==> src/rbc_defines.svh <==
// Timing counts, field positions and register offsets for the reset and boot configuration block.
`ifndef RBC_DEFINES_SVH
`define RBC_DEFINES_SVH
// Cycles the reset input must stay low before internal reset asserts.
`define RBC_QUAL_CYCLES 4'hA
// Shortest low pulse, in cycles, that the glitch detector reports (more than two).
`define RBC_GLITCH_CYCLES 4'h3
// Cycles in the delay state; the reset output goes low three cycles after internal reset starts.
`define RBC_OUT_DELAY 4'h2
// Cycles in the hold state; the reset output is held low for one fewer in total.
`define RBC_HOLD_CYCLES 6'h20
// Cycle count at which the pull strap is sampled, four before release.
`define RBC_PULL_SAMPLE 6'h1C
// Cycles to wait for the crystal oscillator to settle after power-on.
`define RBC_OSC_SETTLE 8'h40
// Status register field positions.
`define RBC_ST_PULL 0
`define RBC_ST_BOOT_LO 1
`define RBC_ST_BOOT_HI 2
`define RBC_ST_OSC 3
`define RBC_ST_DEBUG 4
`define RBC_ST_GLITCH 5
`define RBC_ST_WIDTH 6
// Register offsets on the plain register port.
`define RBC_ADDR_STATUS 4'h0
`define RBC_ADDR_CTRL 4'h4
`endif

==> src/rbc_pkg.sv <==
// Types shared by the reset and boot configuration block.
package rbc_pkg;
    // Decoded boot source.
    typedef enum logic [1:0] {
        RBC_BOOT_FLASH = 2'h0,
        RBC_BOOT_SERIAL = 2'h1,
        RBC_BOOT_EXTMEM = 2'h2,
        RBC_BOOT_RSVD = 2'h3
    } rbc_boot_t;
    // Source of the reset being served.
    typedef enum logic [1:0] {
        RBC_SRC_EXT = 2'h0,
        RBC_SRC_INT = 2'h1,
        RBC_SRC_DEBUG = 2'h2,
        RBC_SRC_SWEXT = 2'h3
    } rbc_src_t;
    // Sequencer states.
    typedef enum logic [1:0] {
        RBC_RUN,
        RBC_DELAY,
        RBC_HOLD
    } rbc_state_t;
endpackage : rbc_pkg

==> src/rbc_reset_config.sv <==
// Reset sequencer with strap capture and status register.
`timescale 1ns/1ps
`include "rbc_defines.svh"
module rbc_reset_config
    import rbc_pkg::*;
(
    input wire logic clk_sys,
    input wire logic rst_b,
    input wire logic reset_in_n,
    input wire logic int_reset_req,
    input wire rbc_src_t int_reset_src,
    input wire logic has_ext_bus,
    input wire logic config_source_select,
    input wire logic [1:0] boot_select,
    input wire logic osc_mode_select,
    input wire logic weak_pull_select,
    input wire logic debug_event_in,
    input wire logic [3:0] reg_addr,
    input wire logic [31:0] reg_wdata,
    input wire logic reg_write,
    input wire logic reg_read,
    output logic [31:0] reg_rdata,
    output logic reset_output_n,
    output logic internal_reset_n,
    output logic pull_up_en,
    output logic pull_down_en,
    output logic debug_port_en,
    output logic debug_event_pulse,
    output logic trace_data_out0,
    output rbc_boot_t boot_mode,
    output logic osc_crystal
);
    // Sequencer state and its cycle counter.
    rbc_state_t state;
    logic [5:0] count;
    // Source of the reset in progress.
    rbc_src_t src;
    // Filter outputs.
    logic qualified;
    logic glitch;
    // Decoder outputs.
    rbc_boot_t dec_boot;
    logic dec_osc;
    // Reset status register bits, gathered from the fields below.
    logic [`RBC_ST_WIDTH-1:0] status;
    // Status fields, each kept by a single process so no bit has two drivers.
    logic st_pull;
    logic [1:0] st_boot;
    logic st_osc;
    logic st_debug;
    logic st_glitch;
    // Control register: bit 0 requests a software internal reset.
    logic sw_reset;
    // Delayed debug input for edge detection after reset.
    logic debug_prev;
    // Oscillator settle counter after power-on.
    logic [7:0] osc_count;
    // Any reset request this cycle.
    logic any_req;

    rbc_filter u_filter (
        .clk_sys(clk_sys),
        .rst_b(rst_b),
        .reset_in_n(reset_in_n),
        .qualified(qualified),
        .glitch(glitch)
    );

    rbc_boot_decode u_decode (
        .has_ext_bus(has_ext_bus),
        .config_source_select(config_source_select),
        .boot_select(boot_select),
        .osc_mode_select(osc_mode_select),
        .boot_mode(dec_boot),
        .osc_crystal(dec_osc)
    );

    // Requests from the pin, other blocks, or software all start a reset.
    always_comb begin
        any_req = qualified || int_reset_req || sw_reset;
    end

    // Place the status fields at their register positions.
    always_comb begin
        status = 6'h00;
        status[`RBC_ST_PULL] = st_pull;
        status[`RBC_ST_BOOT_HI:`RBC_ST_BOOT_LO] = st_boot;
        status[`RBC_ST_OSC] = st_osc;
        status[`RBC_ST_DEBUG] = st_debug;
        status[`RBC_ST_GLITCH] = st_glitch;
    end

    // Sequencer: delay, then hold the output low; a new request restarts it.
    always_ff @(posedge clk_sys or negedge rst_b) begin
        if (!rst_b) begin
            state <= RBC_DELAY;
            count <= 6'h0;
        end else if (any_req) begin
            state <= RBC_DELAY;
            count <= 6'h0;
        end else begin
            unique case (state)
                RBC_RUN: begin
                    count <= 6'h0;
                end
                RBC_DELAY: begin
                    if (count[3:0] == `RBC_OUT_DELAY - 4'h1) begin
                        state <= RBC_HOLD;
                        count <= 6'h0;
                    end else begin
                        count <= count + 6'h1;
                    end
                end
                RBC_HOLD: begin
                    if (count == `RBC_HOLD_CYCLES - 6'h1) begin
                        state <= RBC_RUN;
                        count <= 6'h0;
                    end else begin
                        count <= count + 6'h1;
                    end
                end
            endcase
        end
    end

    // Remember the source; pin reset counts as external. Power-on counts as external too.
    always_ff @(posedge clk_sys or negedge rst_b) begin
        if (!rst_b) begin
            src <= RBC_SRC_EXT;
        end else if (qualified) begin
            src <= RBC_SRC_EXT;
        end else if (int_reset_req) begin
            src <= int_reset_src;
        end else if (sw_reset) begin
            src <= RBC_SRC_INT;
        end
    end

    // Reset outputs follow the state; every source drives the pin low.
    always_ff @(posedge clk_sys or negedge rst_b) begin
        if (!rst_b) begin
            reset_output_n <= 1'b1;
            internal_reset_n <= 1'b0;
        end else if (any_req) begin
            // A request holds the pin where it is, so a restart never lets it blink high.
            reset_output_n <= reset_output_n;
            internal_reset_n <= 1'b0;
        end else begin
            // Low through the hold; a restarted delay keeps a pin that is already low.
            reset_output_n <= !((state == RBC_HOLD && count != `RBC_HOLD_CYCLES - 6'h1) ||
                                (state == RBC_DELAY && !reset_output_n));
            internal_reset_n <= (state == RBC_RUN);
        end
    end

    // Pull strap captured four cycles before release, skipped for debug/sw-ext.
    always_ff @(posedge clk_sys or negedge rst_b) begin
        if (!rst_b) begin
            st_pull <= 1'b0;
        end else if (state == RBC_HOLD && count == `RBC_PULL_SAMPLE - 6'h1 && !any_req &&
                     src != RBC_SRC_DEBUG && src != RBC_SRC_SWEXT) begin
            st_pull <= weak_pull_select;
        end
    end

    // Boot and oscillator straps sampled while the output is low.
    always_ff @(posedge clk_sys or negedge rst_b) begin
        if (!rst_b) begin
            st_boot <= 2'h0;
            st_osc <= 1'b0;
            boot_mode <= RBC_BOOT_FLASH;
            osc_crystal <= 1'b0;
        end else if (!reset_output_n) begin
            st_boot <= dec_boot;
            st_osc <= dec_osc;
            boot_mode <= dec_boot;
            osc_crystal <= dec_osc;
        end
    end

    // Debug enable read at release; afterwards the input makes event pulses.
    always_ff @(posedge clk_sys or negedge rst_b) begin
        if (!rst_b) begin
            st_debug <= 1'b0;
            debug_port_en <= 1'b0;
            debug_prev <= 1'b1;
            debug_event_pulse <= 1'b0;
        end else begin
            debug_prev <= debug_event_in;
            debug_event_pulse <= 1'b0;
            if (state == RBC_HOLD && count == `RBC_HOLD_CYCLES - 6'h1 && !any_req) begin
                st_debug <= debug_event_in;
                debug_port_en <= debug_event_in;
            end else if (internal_reset_n) begin
                debug_event_pulse <= debug_port_en && debug_prev && !debug_event_in;
            end
        end
    end

    // Glitch flag is sticky; a new glitch wins over a software clear.
    always_ff @(posedge clk_sys or negedge rst_b) begin
        if (!rst_b) begin
            st_glitch <= 1'b0;
        end else if (glitch) begin
            st_glitch <= 1'b1;
        end else if (reg_write && reg_addr == `RBC_ADDR_STATUS && reg_wdata[`RBC_ST_GLITCH]) begin
            st_glitch <= 1'b0;
        end
    end

    // Weak pulls on channel pins after reset, direction from the strap.
    always_ff @(posedge clk_sys or negedge rst_b) begin
        if (!rst_b) begin
            pull_up_en <= 1'b0;
            pull_down_en <= 1'b0;
        end else begin
            pull_up_en <= internal_reset_n && status[`RBC_ST_PULL];
            pull_down_en <= internal_reset_n && !status[`RBC_ST_PULL];
        end
    end

    // Trace bit high after power-on until the oscillator settle count expires.
    always_ff @(posedge clk_sys or negedge rst_b) begin
        if (!rst_b) begin
            osc_count <= 8'h0;
            trace_data_out0 <= 1'b1;
        end else if (osc_count != `RBC_OSC_SETTLE) begin
            osc_count <= osc_count + 8'h1;
            trace_data_out0 <= 1'b1;
        end else begin
            trace_data_out0 <= 1'b0;
        end
    end

    // Software reset request is a self-clearing one-cycle strobe.
    always_ff @(posedge clk_sys or negedge rst_b) begin
        if (!rst_b) begin
            sw_reset <= 1'b0;
        end else begin
            sw_reset <= reg_write && reg_addr == `RBC_ADDR_CTRL && reg_wdata[0];
        end
    end

    // Read data in the cycle after the strobe only; unmapped reads give zero.
    always_ff @(posedge clk_sys or negedge rst_b) begin
        if (!rst_b) begin
            reg_rdata <= 32'h0;
        end else if (reg_read && reg_addr == `RBC_ADDR_STATUS) begin
            reg_rdata <= {26'h0, status};
        end else begin
            reg_rdata <= 32'h0;
        end
    end

    // Output falls only out of the first hold cycle, never straight off a request.
    a_out_delay: assert property (@(posedge clk_sys) disable iff (!rst_b)
        $fell(reset_output_n) |-> $past(state == RBC_HOLD && count == 6'h0 && !any_req))
        else $error("reset output fell without delay");
    // A request leaves the reset output where it was for one cycle.
    a_req_hold: assert property (@(posedge clk_sys) disable iff (!rst_b)
        any_req |=> $stable(reset_output_n))
        else $error("reset output moved on a request");
    // Qualified pin reset leads to output low within a few cycles.
    a_qual_out: assert property (@(posedge clk_sys) disable iff (!rst_b)
        qualified |-> ##[1:4] !reset_output_n)
        else $error("qualified reset did not drive output");
    // New request restarts the sequence.
    a_restart: assert property (@(posedge clk_sys) disable iff (!rst_b)
        any_req |=> state == RBC_DELAY && count == 6'h0)
        else $error("reset not restarted");
    // A restart in mid-reset keeps the reset output low.
    a_restart_low: assert property (@(posedge clk_sys) disable iff (!rst_b)
        any_req && !reset_output_n |=> !reset_output_n)
        else $error("reset output released by a restart");
    // Pull enables are exclusive.
    a_pull_excl: assert property (@(posedge clk_sys) disable iff (!rst_b)
        !(pull_up_en && pull_down_en))
        else $error("both pulls enabled");
    // Pull direction follows status.
    a_pull_dir: assert property (@(posedge clk_sys) disable iff (!rst_b)
        pull_up_en |-> $past(status[`RBC_ST_PULL]))
        else $error("pull direction wrong");
    // Boot mode stable while running.
    a_boot_hold: assert property (@(posedge clk_sys) disable iff (!rst_b)
        reset_output_n && $past(reset_output_n) |-> $stable(boot_mode))
        else $error("boot mode changed outside reset");
    // No internal release while output low.
    a_rel_order: assert property (@(posedge clk_sys) disable iff (!rst_b)
        !reset_output_n |-> !internal_reset_n)
        else $error("internal released while output low");
    // Glitch sets the status flag in the next cycle.
    a_glitch_set: assert property (@(posedge clk_sys) disable iff (!rst_b)
        glitch |=> status[`RBC_ST_GLITCH])
        else $error("glitch flag not set");
    c_restart: cover property (@(posedge clk_sys) disable iff (!rst_b) any_req && !reset_output_n);
    c_pin_reset: cover property (@(posedge clk_sys) disable iff (!rst_b) qualified);
    c_glitch: cover property (@(posedge clk_sys) disable iff (!rst_b) glitch);
    c_release: cover property (@(posedge clk_sys) disable iff (!rst_b) $rose(internal_reset_n));
endmodule : rbc_reset_config

==> src/rbc_filter.sv <==
// Reset input qualifier and glitch detector.
`timescale 1ns/1ps
`include "rbc_defines.svh"
module rbc_filter
    import rbc_pkg::*;
(
    input wire logic clk_sys,
    input wire logic rst_b,
    input wire logic reset_in_n,
    output logic qualified,
    output logic glitch
);
    // Run length of the current low level, saturating.
    logic [3:0] low_count;

    // Count consecutive low cycles; a high cycle restarts the count.
    always_ff @(posedge clk_sys or negedge rst_b) begin
        if (!rst_b) begin
            low_count <= 4'h0;
        end else if (reset_in_n) begin
            low_count <= 4'h0;
        end else if (low_count != 4'hF) begin
            low_count <= low_count + 4'h1;
        end
    end

    // One-cycle pulse once the input has been low for ten cycles.
    always_ff @(posedge clk_sys or negedge rst_b) begin
        if (!rst_b) begin
            qualified <= 1'b0;
        end else begin
            qualified <= !reset_in_n && (low_count == `RBC_QUAL_CYCLES - 4'h1);
        end
    end

    // Pulse when a low pulse longer than two cycles ends before qualifying.
    always_ff @(posedge clk_sys or negedge rst_b) begin
        if (!rst_b) begin
            glitch <= 1'b0;
        end else begin
            glitch <= reset_in_n && low_count >= `RBC_GLITCH_CYCLES && low_count < `RBC_QUAL_CYCLES;
        end
    end
endmodule : rbc_filter

==> src/rbc_boot_decode.sv <==
// Combinational decode of boot and oscillator straps.
`timescale 1ns/1ps
module rbc_boot_decode
    import rbc_pkg::*;
(
    input wire logic has_ext_bus,
    input wire logic config_source_select,
    input wire logic [1:0] boot_select,
    input wire logic osc_mode_select,
    output rbc_boot_t boot_mode,
    output logic osc_crystal
);
    // Effective straps after package masking.
    logic cfg_src;
    logic [1:0] boot_eff;

    // Without the external bus, the config source and boot bit 1 read as zero.
    always_comb begin
        cfg_src = has_ext_bus ? config_source_select : 1'b0;
        boot_eff = has_ext_bus ? boot_select : {1'b0, boot_select[0]};
    end

    // Default config means flash with crystal; else straps decide.
    always_comb begin
        if (cfg_src) begin
            boot_mode = RBC_BOOT_FLASH;
            osc_crystal = 1'b1;
        end else begin
            boot_mode = rbc_boot_t'(boot_eff);
            osc_crystal = osc_mode_select;
        end
    end
endmodule : rbc_boot_decode

==> config.mk <==
export PLATFORM = sky130hd
export DESIGN_NAME = rbc_reset_config
export DESIGN_NICKNAME = d
export VERILOG_FILES = /design/src/rbc_pkg.sv /design/src/rbc_reset_config.sv /design/src/rbc_filter.sv /design/src/rbc_boot_decode.sv
export VERILOG_INCLUDE_DIRS = /design/src
export SDC_FILE = /design/constraint.sdc
export NUM_CORES = 1
export LEC_CHECK = 0
export BUFFER_PORTS_ARGS = -buffer_cell sky130_fd_sc_hd__buf_2
export CAP_MARGIN = 20
export CORE_MARGIN = 4
export CORE_UTILIZATION = 47
export DETAILED_ROUTE_END_ITERATION = 12
export GPL_ROUTABILITY_DRIVEN = 0
export PLACE_DENSITY = 0.81
export SETUP_SLACK_MARGIN = 0.4
export SLEW_MARGIN = 15
export SYNTH_ARGS = -nofsm -noshare
export SYNTH_HDL_FRONTEND = slang
export SYNTH_HIERARCHICAL = 1
export SYNTH_SLANG_ARGS = --single-unit
export TNS_END_PERCENT = 100
==> constraint.sdc <==
create_clock -name clk_sys -period 2.75 [get_ports clk_sys]
set_clock_uncertainty 0.15 [all_clocks]
set_input_delay 0.1375 -clock clk_sys [delete_from_list [all_inputs] [get_ports clk_sys]]
set_output_delay 0.1375 -clock clk_sys [all_outputs]
set_load 0.005 [all_outputs]
==> After elaboration in Yosys (flattened, before gate mapping) <==
Cells that the tools add are included.
{ "word_totals": {"reg_bits": 44, "in_bits": 51, "out_inout_bits": 42, "word_cells": 100} }
{ "classes": {"n_addsub": 3, "n_lt_le_gt_ge": 2, "eq_ne": 14, "muxes": 24, "n_reduce_logical": 36} }
{ "op_table": {"columns": ["cell", "count"], "rows": [
  ["$mux 6", 4],
  ["$logic_and 1x1->1", 20],
  ["$pmux 6 s3", 1],
  ["$mux 2", 8],
  ["$eq 6x5->1 const B", 2],
  ["$add 8x1->8 const B", 1],
  ["$mux 1", 8],
  ["$mux 4", 2],
  ["$ne 8x7->1 const B", 1],
  ["$add 6x1->6 const B", 1],
  ["$logic_not 1->1", 6],
  ["$ne 3x3->1 const B", 2],
  ["$ne 6x5->1 const B", 1],
  ["$reduce_bool 3->1", 2],
  ["$add 4x1->4 const B", 1],
  ["$eq 4x1->1 const B", 1],
  ["$eq 4x3->1 const B", 1],
  ["$eq 4x4->1 const B", 1],
  ["$ge 4x2->1 const B", 1],
  ["$logic_not 4->1", 1],
  ["$lt 4x4->1 const B", 1],
  ["$ne 2x2->1 const B", 2],
  ["$ne 4x4->1 const B", 1],
  ["$pmux 2 s2", 1],
  ["other kinds (6)", 9]
]} }

==> Logic depth before layout (Yosys ltp) <==
{ "logic_depth": {"word_depth": 6, "depth_mapped": 5, "ltp_nobuf": 5} }

==> Modules after synthesis <==
Netlist, hierarchy kept.
{ "by_module_without_submodules": {"columns": ["mod", "instances", "cells_each", "area_per_inst_um2", "seq_area_each_um2"], "rows": [
  ["rbc_reset_config", 1, 156, 1803.0, 930.9],
  ["rbc_filter", 1, 28, 310.3, 150.1],
  ["rbc_boot_decode", 1, 3, 25.0, 0.0]
]} }

==> Least setup slack after synthesis <==
Ideal clock, no wire load.
{ "synth_timing": {"path_kind": "register -> register", "startpoint": "register state[0]", "endpoint": "register st_pull", "setup_time_ns": 0.125, "arrival_ns": 1.651, "t_required_ns": 2.475, "setup_slack_ns": 0.824, "stages_incl_launch_ff": 6, "n_path_buf": 0, "period_less_slack_ns": 1.926, "cell_sequence": "dfstp_2 inv_1 ha_1 or4b_4 nor3_2 mux2_2"} }
{ "synth_via": {"elab_chain_len": 5} }
{ "synth_lines": {"columns": ["element", "line", "text"], "rows": [
  ["from (decl)", "rbc_reset_config.sv:34", "rbc_state_t state;"],
  ["from (signal assigned)", "rbc_reset_config.sv:96", "state <= RBC_DELAY;"],
  ["from (signal assigned)", "rbc_reset_config.sv:99", "state <= RBC_DELAY;"],
  ["from (signal assigned)", "rbc_reset_config.sv:108", "state <= RBC_HOLD;"],
  ["$eq 2x2->1", "rbc_reset_config.sv:160", "end else if (state == RBC_HOLD && count == `RBC_PULL_SAMPLE - 6'h1 && !any_req &&"],
  ["$logic_and 1x1->1 (4 in series)", "rbc_reset_config.sv:160", null],
  ["to (signal assigned)", "rbc_reset_config.sv:162", "st_pull <= weak_pull_select;"],
  ["to (decl)", "rbc_reset_config.sv:47", "logic st_pull;"]
]} }
Every way passes these cells.
A chain may end at the register's enable or synchronous reset.

==> Final worst setup path <==
{ "layout_timing": {"startpoint": "register state[0]", "endpoint": "register st_debug"} }
{ "layout_via": {"elab_chain_len": 3} }
{ "layout_lines": {"columns": ["element", "line", "text"], "rows": [
  ["$eq 2x2->1", "rbc_reset_config.sv:191", "if (state == RBC_HOLD && count == `RBC_HOLD_CYCLES - 6'h1 && !any_req) begin"],
  ["$logic_and 1x1->1 (2 in series)", "rbc_reset_config.sv:191", null],
  ["to (signal assigned)", "rbc_reset_config.sv:192", "st_debug <= debug_event_in;"],
  ["to (decl)", "rbc_reset_config.sv:50", "logic st_debug;"]
]} }
Every way passes these cells.

==> impl_metrics.ini <==
[die]
core_area_um2 = 4380
initial_utilization_pct = 48.8
die_y_um = 75.5
die_x_um = 75.5
dieArea_um2 = 5690
rows = 24
pin_count = 93

[sta]
rsz0062_at_grt = false
worst_pin_slew_ns = 0.903
period_share_pct = 77.1
fin_crit_ns = 2.12
fmax_mhz = 471
max_slew_margin_pct = 39.8
layout_setup_ws_ns = 0.629
slew_violations = 0
setup_violations = 0
hold_viol = 0
totalNegativeSetupSlack_ns = 0

[drt]
routedLengthMet1_um = 1500
wirelength_um = 3700
drc_errors = 0
highest_layer = met4
detail-route-antenna-nets = 0
drtIter0Drc = 72
via_count = 1467
drt-pass1-iter-count = 4
wl_met3_um = 277
wl_met2_um = 1880
vias_per_cell = 5.11
wire_per_inst_um = 12.9

[power]
power_density_nw_per_um2 = 625
ir_drop_mv = 0.237
p_leak_uw = 0.00119

[clock_network]
clkLatencyLatePin_ns = 0.29
clock-root-buffer = clkbuf_8
path_clk_slew_ns = 0.07
tritoncts = built
cts_resized = 0
cts.htree.levels = 2
ctsLongestPathBuffers = 2
cts_buffers = 5
clock-sinks = 43

[place]
hpwl_um = 2640
pre_cts_slack_ns = 0.705
numPortBuffers = 35
placed_area_um2 = 2260

[yosys]
ys.flop_type = dfrtp_1
syn_area_um2 = 2140
synthArstFlopShare_pct = 100
syn_avg_cell_area_um2 = 11.4
synth_edf_count = 0
synth_seq_area_share_pct = 50.6
ys_seq_elements = 43
synth_cell_types = 48
synthCells = 187
yosysWarnings = 6

[global_route]
grt_max_degree = 44
grt_usage_pct = 13.1
grt_pass1_wl_um = 5610
grt-ovfl-total = 0
grt_antenna_before_repair = 0
grt_pass1_vias = 1284

[setup_path]
r2r_cells = 5
rrSetupSlack_ns = 0.63
critical_path_arrival_ns = 2.14
worstPathRequired_ns = 2.77
r2r-end = st_debug
critPathLaunchType = register
cp-end-kind = register
critPathKind = register to register
critPathMaxFanout = 7
rr_startpoint = state[0]

[outcome]
status = completed

[final_layout]
final_nets = 294
layout_common_cells = dfrtp_1, buf_2, conb_1
antennaDiodeCount = 0
nFillCells = 382
stdcell_area_um2 = 2450
drive_gt1_share_pct = 25.1
utilization_pct = 55.9
register_area_um2 = 1080
layout_commonest_cell = dfrtp_1
syn2layout_area_growth_pct = 14.6
multiInputGateArea_um2 = 921

[hold_path]
min_from = reg_wdata[0]
holdCritPathClass = primary input to register
hold_path_end = sw_reset
worst_hold_path.num_cells = 2

[job]
cap_violations = 0
==> area by class of cell <==
| class | count | area share, % |
|---|---|---|
| clock buffer | 7 | 3.11 |
| clock inverter | 1 | 1.23 |
| inverter | 6 | 0.919 |
| multi-input combinational | 135 | 37.6 |
| sequential | 43 | 44.1 |
| tap | 52 | 2.65 |
| timing repair buffer | 43 | 10.4 |
==> logic make-up after synthesis <==
group / synth area share, %
DFF: 50.6
and+or+nand+nor: 17.4
AOI/OAI and AO/OA: 8.60
buffers and inverters: 10.8
muxes: 3.16
adders and majority gates: 5.27
xor gates and xnor gates: 4.10
other: 0.175
==> worst max-delay path: stages (launching register included) <==
cell and delay (ns):
dfstp_2 0.38, inv_1 0.10, ha_1 0.30, or4b_4 0.53
nor3_2 0.19, mux2_2 0.36
==> worst max path at each step <==
| stage | start | end | slack, ns |
|---|---|---|---|
| 4_1_cts | state[0] | st_debug | 0.66 |
| 6_report | state[0] | st_debug | 0.63 |
| 2_1_floorplan | state[0] | st_pull | 0.82 |
| 3_5_place_dp | state[0] | st_debug | 0.71 |
| 5_1_grt | state[0] | st_debug | 0.56 |
| 3_3_place_gp | state[0] | st_debug | 0.70 |
==> synth_stat cells (all sizes together) (2+ instances only) <==
library cell / count / area [um^2]
dfrtp: 39 / 976
buf: 28 / 208
ha: 9 / 113
nand3: 9 / 45.0
and2: 8 / 50.1
xnor2: 8 / 70.1
nor2: 7 / 26.3
inv: 6 / 22.5
mux2: 6 / 67.6
nor3: 6 / 40.0
a211oi: 5 / 37.5
a21oi: 4 / 20.0
dfstp: 4 / 105
nand2: 4 / 15.0
a31oi: 3 / 18.8
and3: 3 / 18.8
and3b: 3 / 27.5
a21boi: 2 / 15.0
a21o: 2 / 16.3
a31o: 2 / 17.5
nand4: 2 / 12.5
nand4b: 2 / 17.5
nor2b: 2 / 12.5
nor4bb: 2 / 20.0
o21ai: 2 / 10.0
or3b: 2 / 17.5
xor2: 2 / 17.5
==> state kept, by name (all words and copies together), names as in the netlist, 2 cells and up <==
| name | cells |
|---|---|
| state | 2 |
| osc_count | 8 |
| count | 6 |
| u_filter/low_count | 4 |
| reg_rdata | 6 |
| st_boot | 2 |
==> layer usage <==
layer / vias to the layer above / track usage (%)
li1: 697 / -
met1: 718 / 14.9
met2: 46 / 22.8
met3: 6 / 4.09
met4: 0 / 5.24
met5: - / 0
==> repair_timing <==
action | CTS | global route
hold endpoints to repair | 51 | 1
hold buffers | 7 | 1
setup buffers | 0 | 0
==> power by group <==
| part | total [uW] | internal [uW] | switching (uW) |
|---|---|---|---|
| Clock | 473 | 272 | 201 |
| Sequential | 766 | 706 | 60.0 |
| Combinational | 294 | 141 | 154 |
==> metrics by stage <==
| stage | hold WS, ns | std cells | total power [uW] |
|---|---|---|---|
| 5_1_grt | 0.000596 | 287 | 1620 |
| 2_1_floorplan | -0.308 | 212 | 978 |
| 4_1_cts | 0.000360 | 286 | 1540 |
| 3_5_place_dp | 0.108 | 271 | 1060 |
| 3_3_place_gp | 0.107 | 271 | 1050 |
| 6_report | 0.00384 | 287 | 1530 |
(Power assumes the default switching activity.)
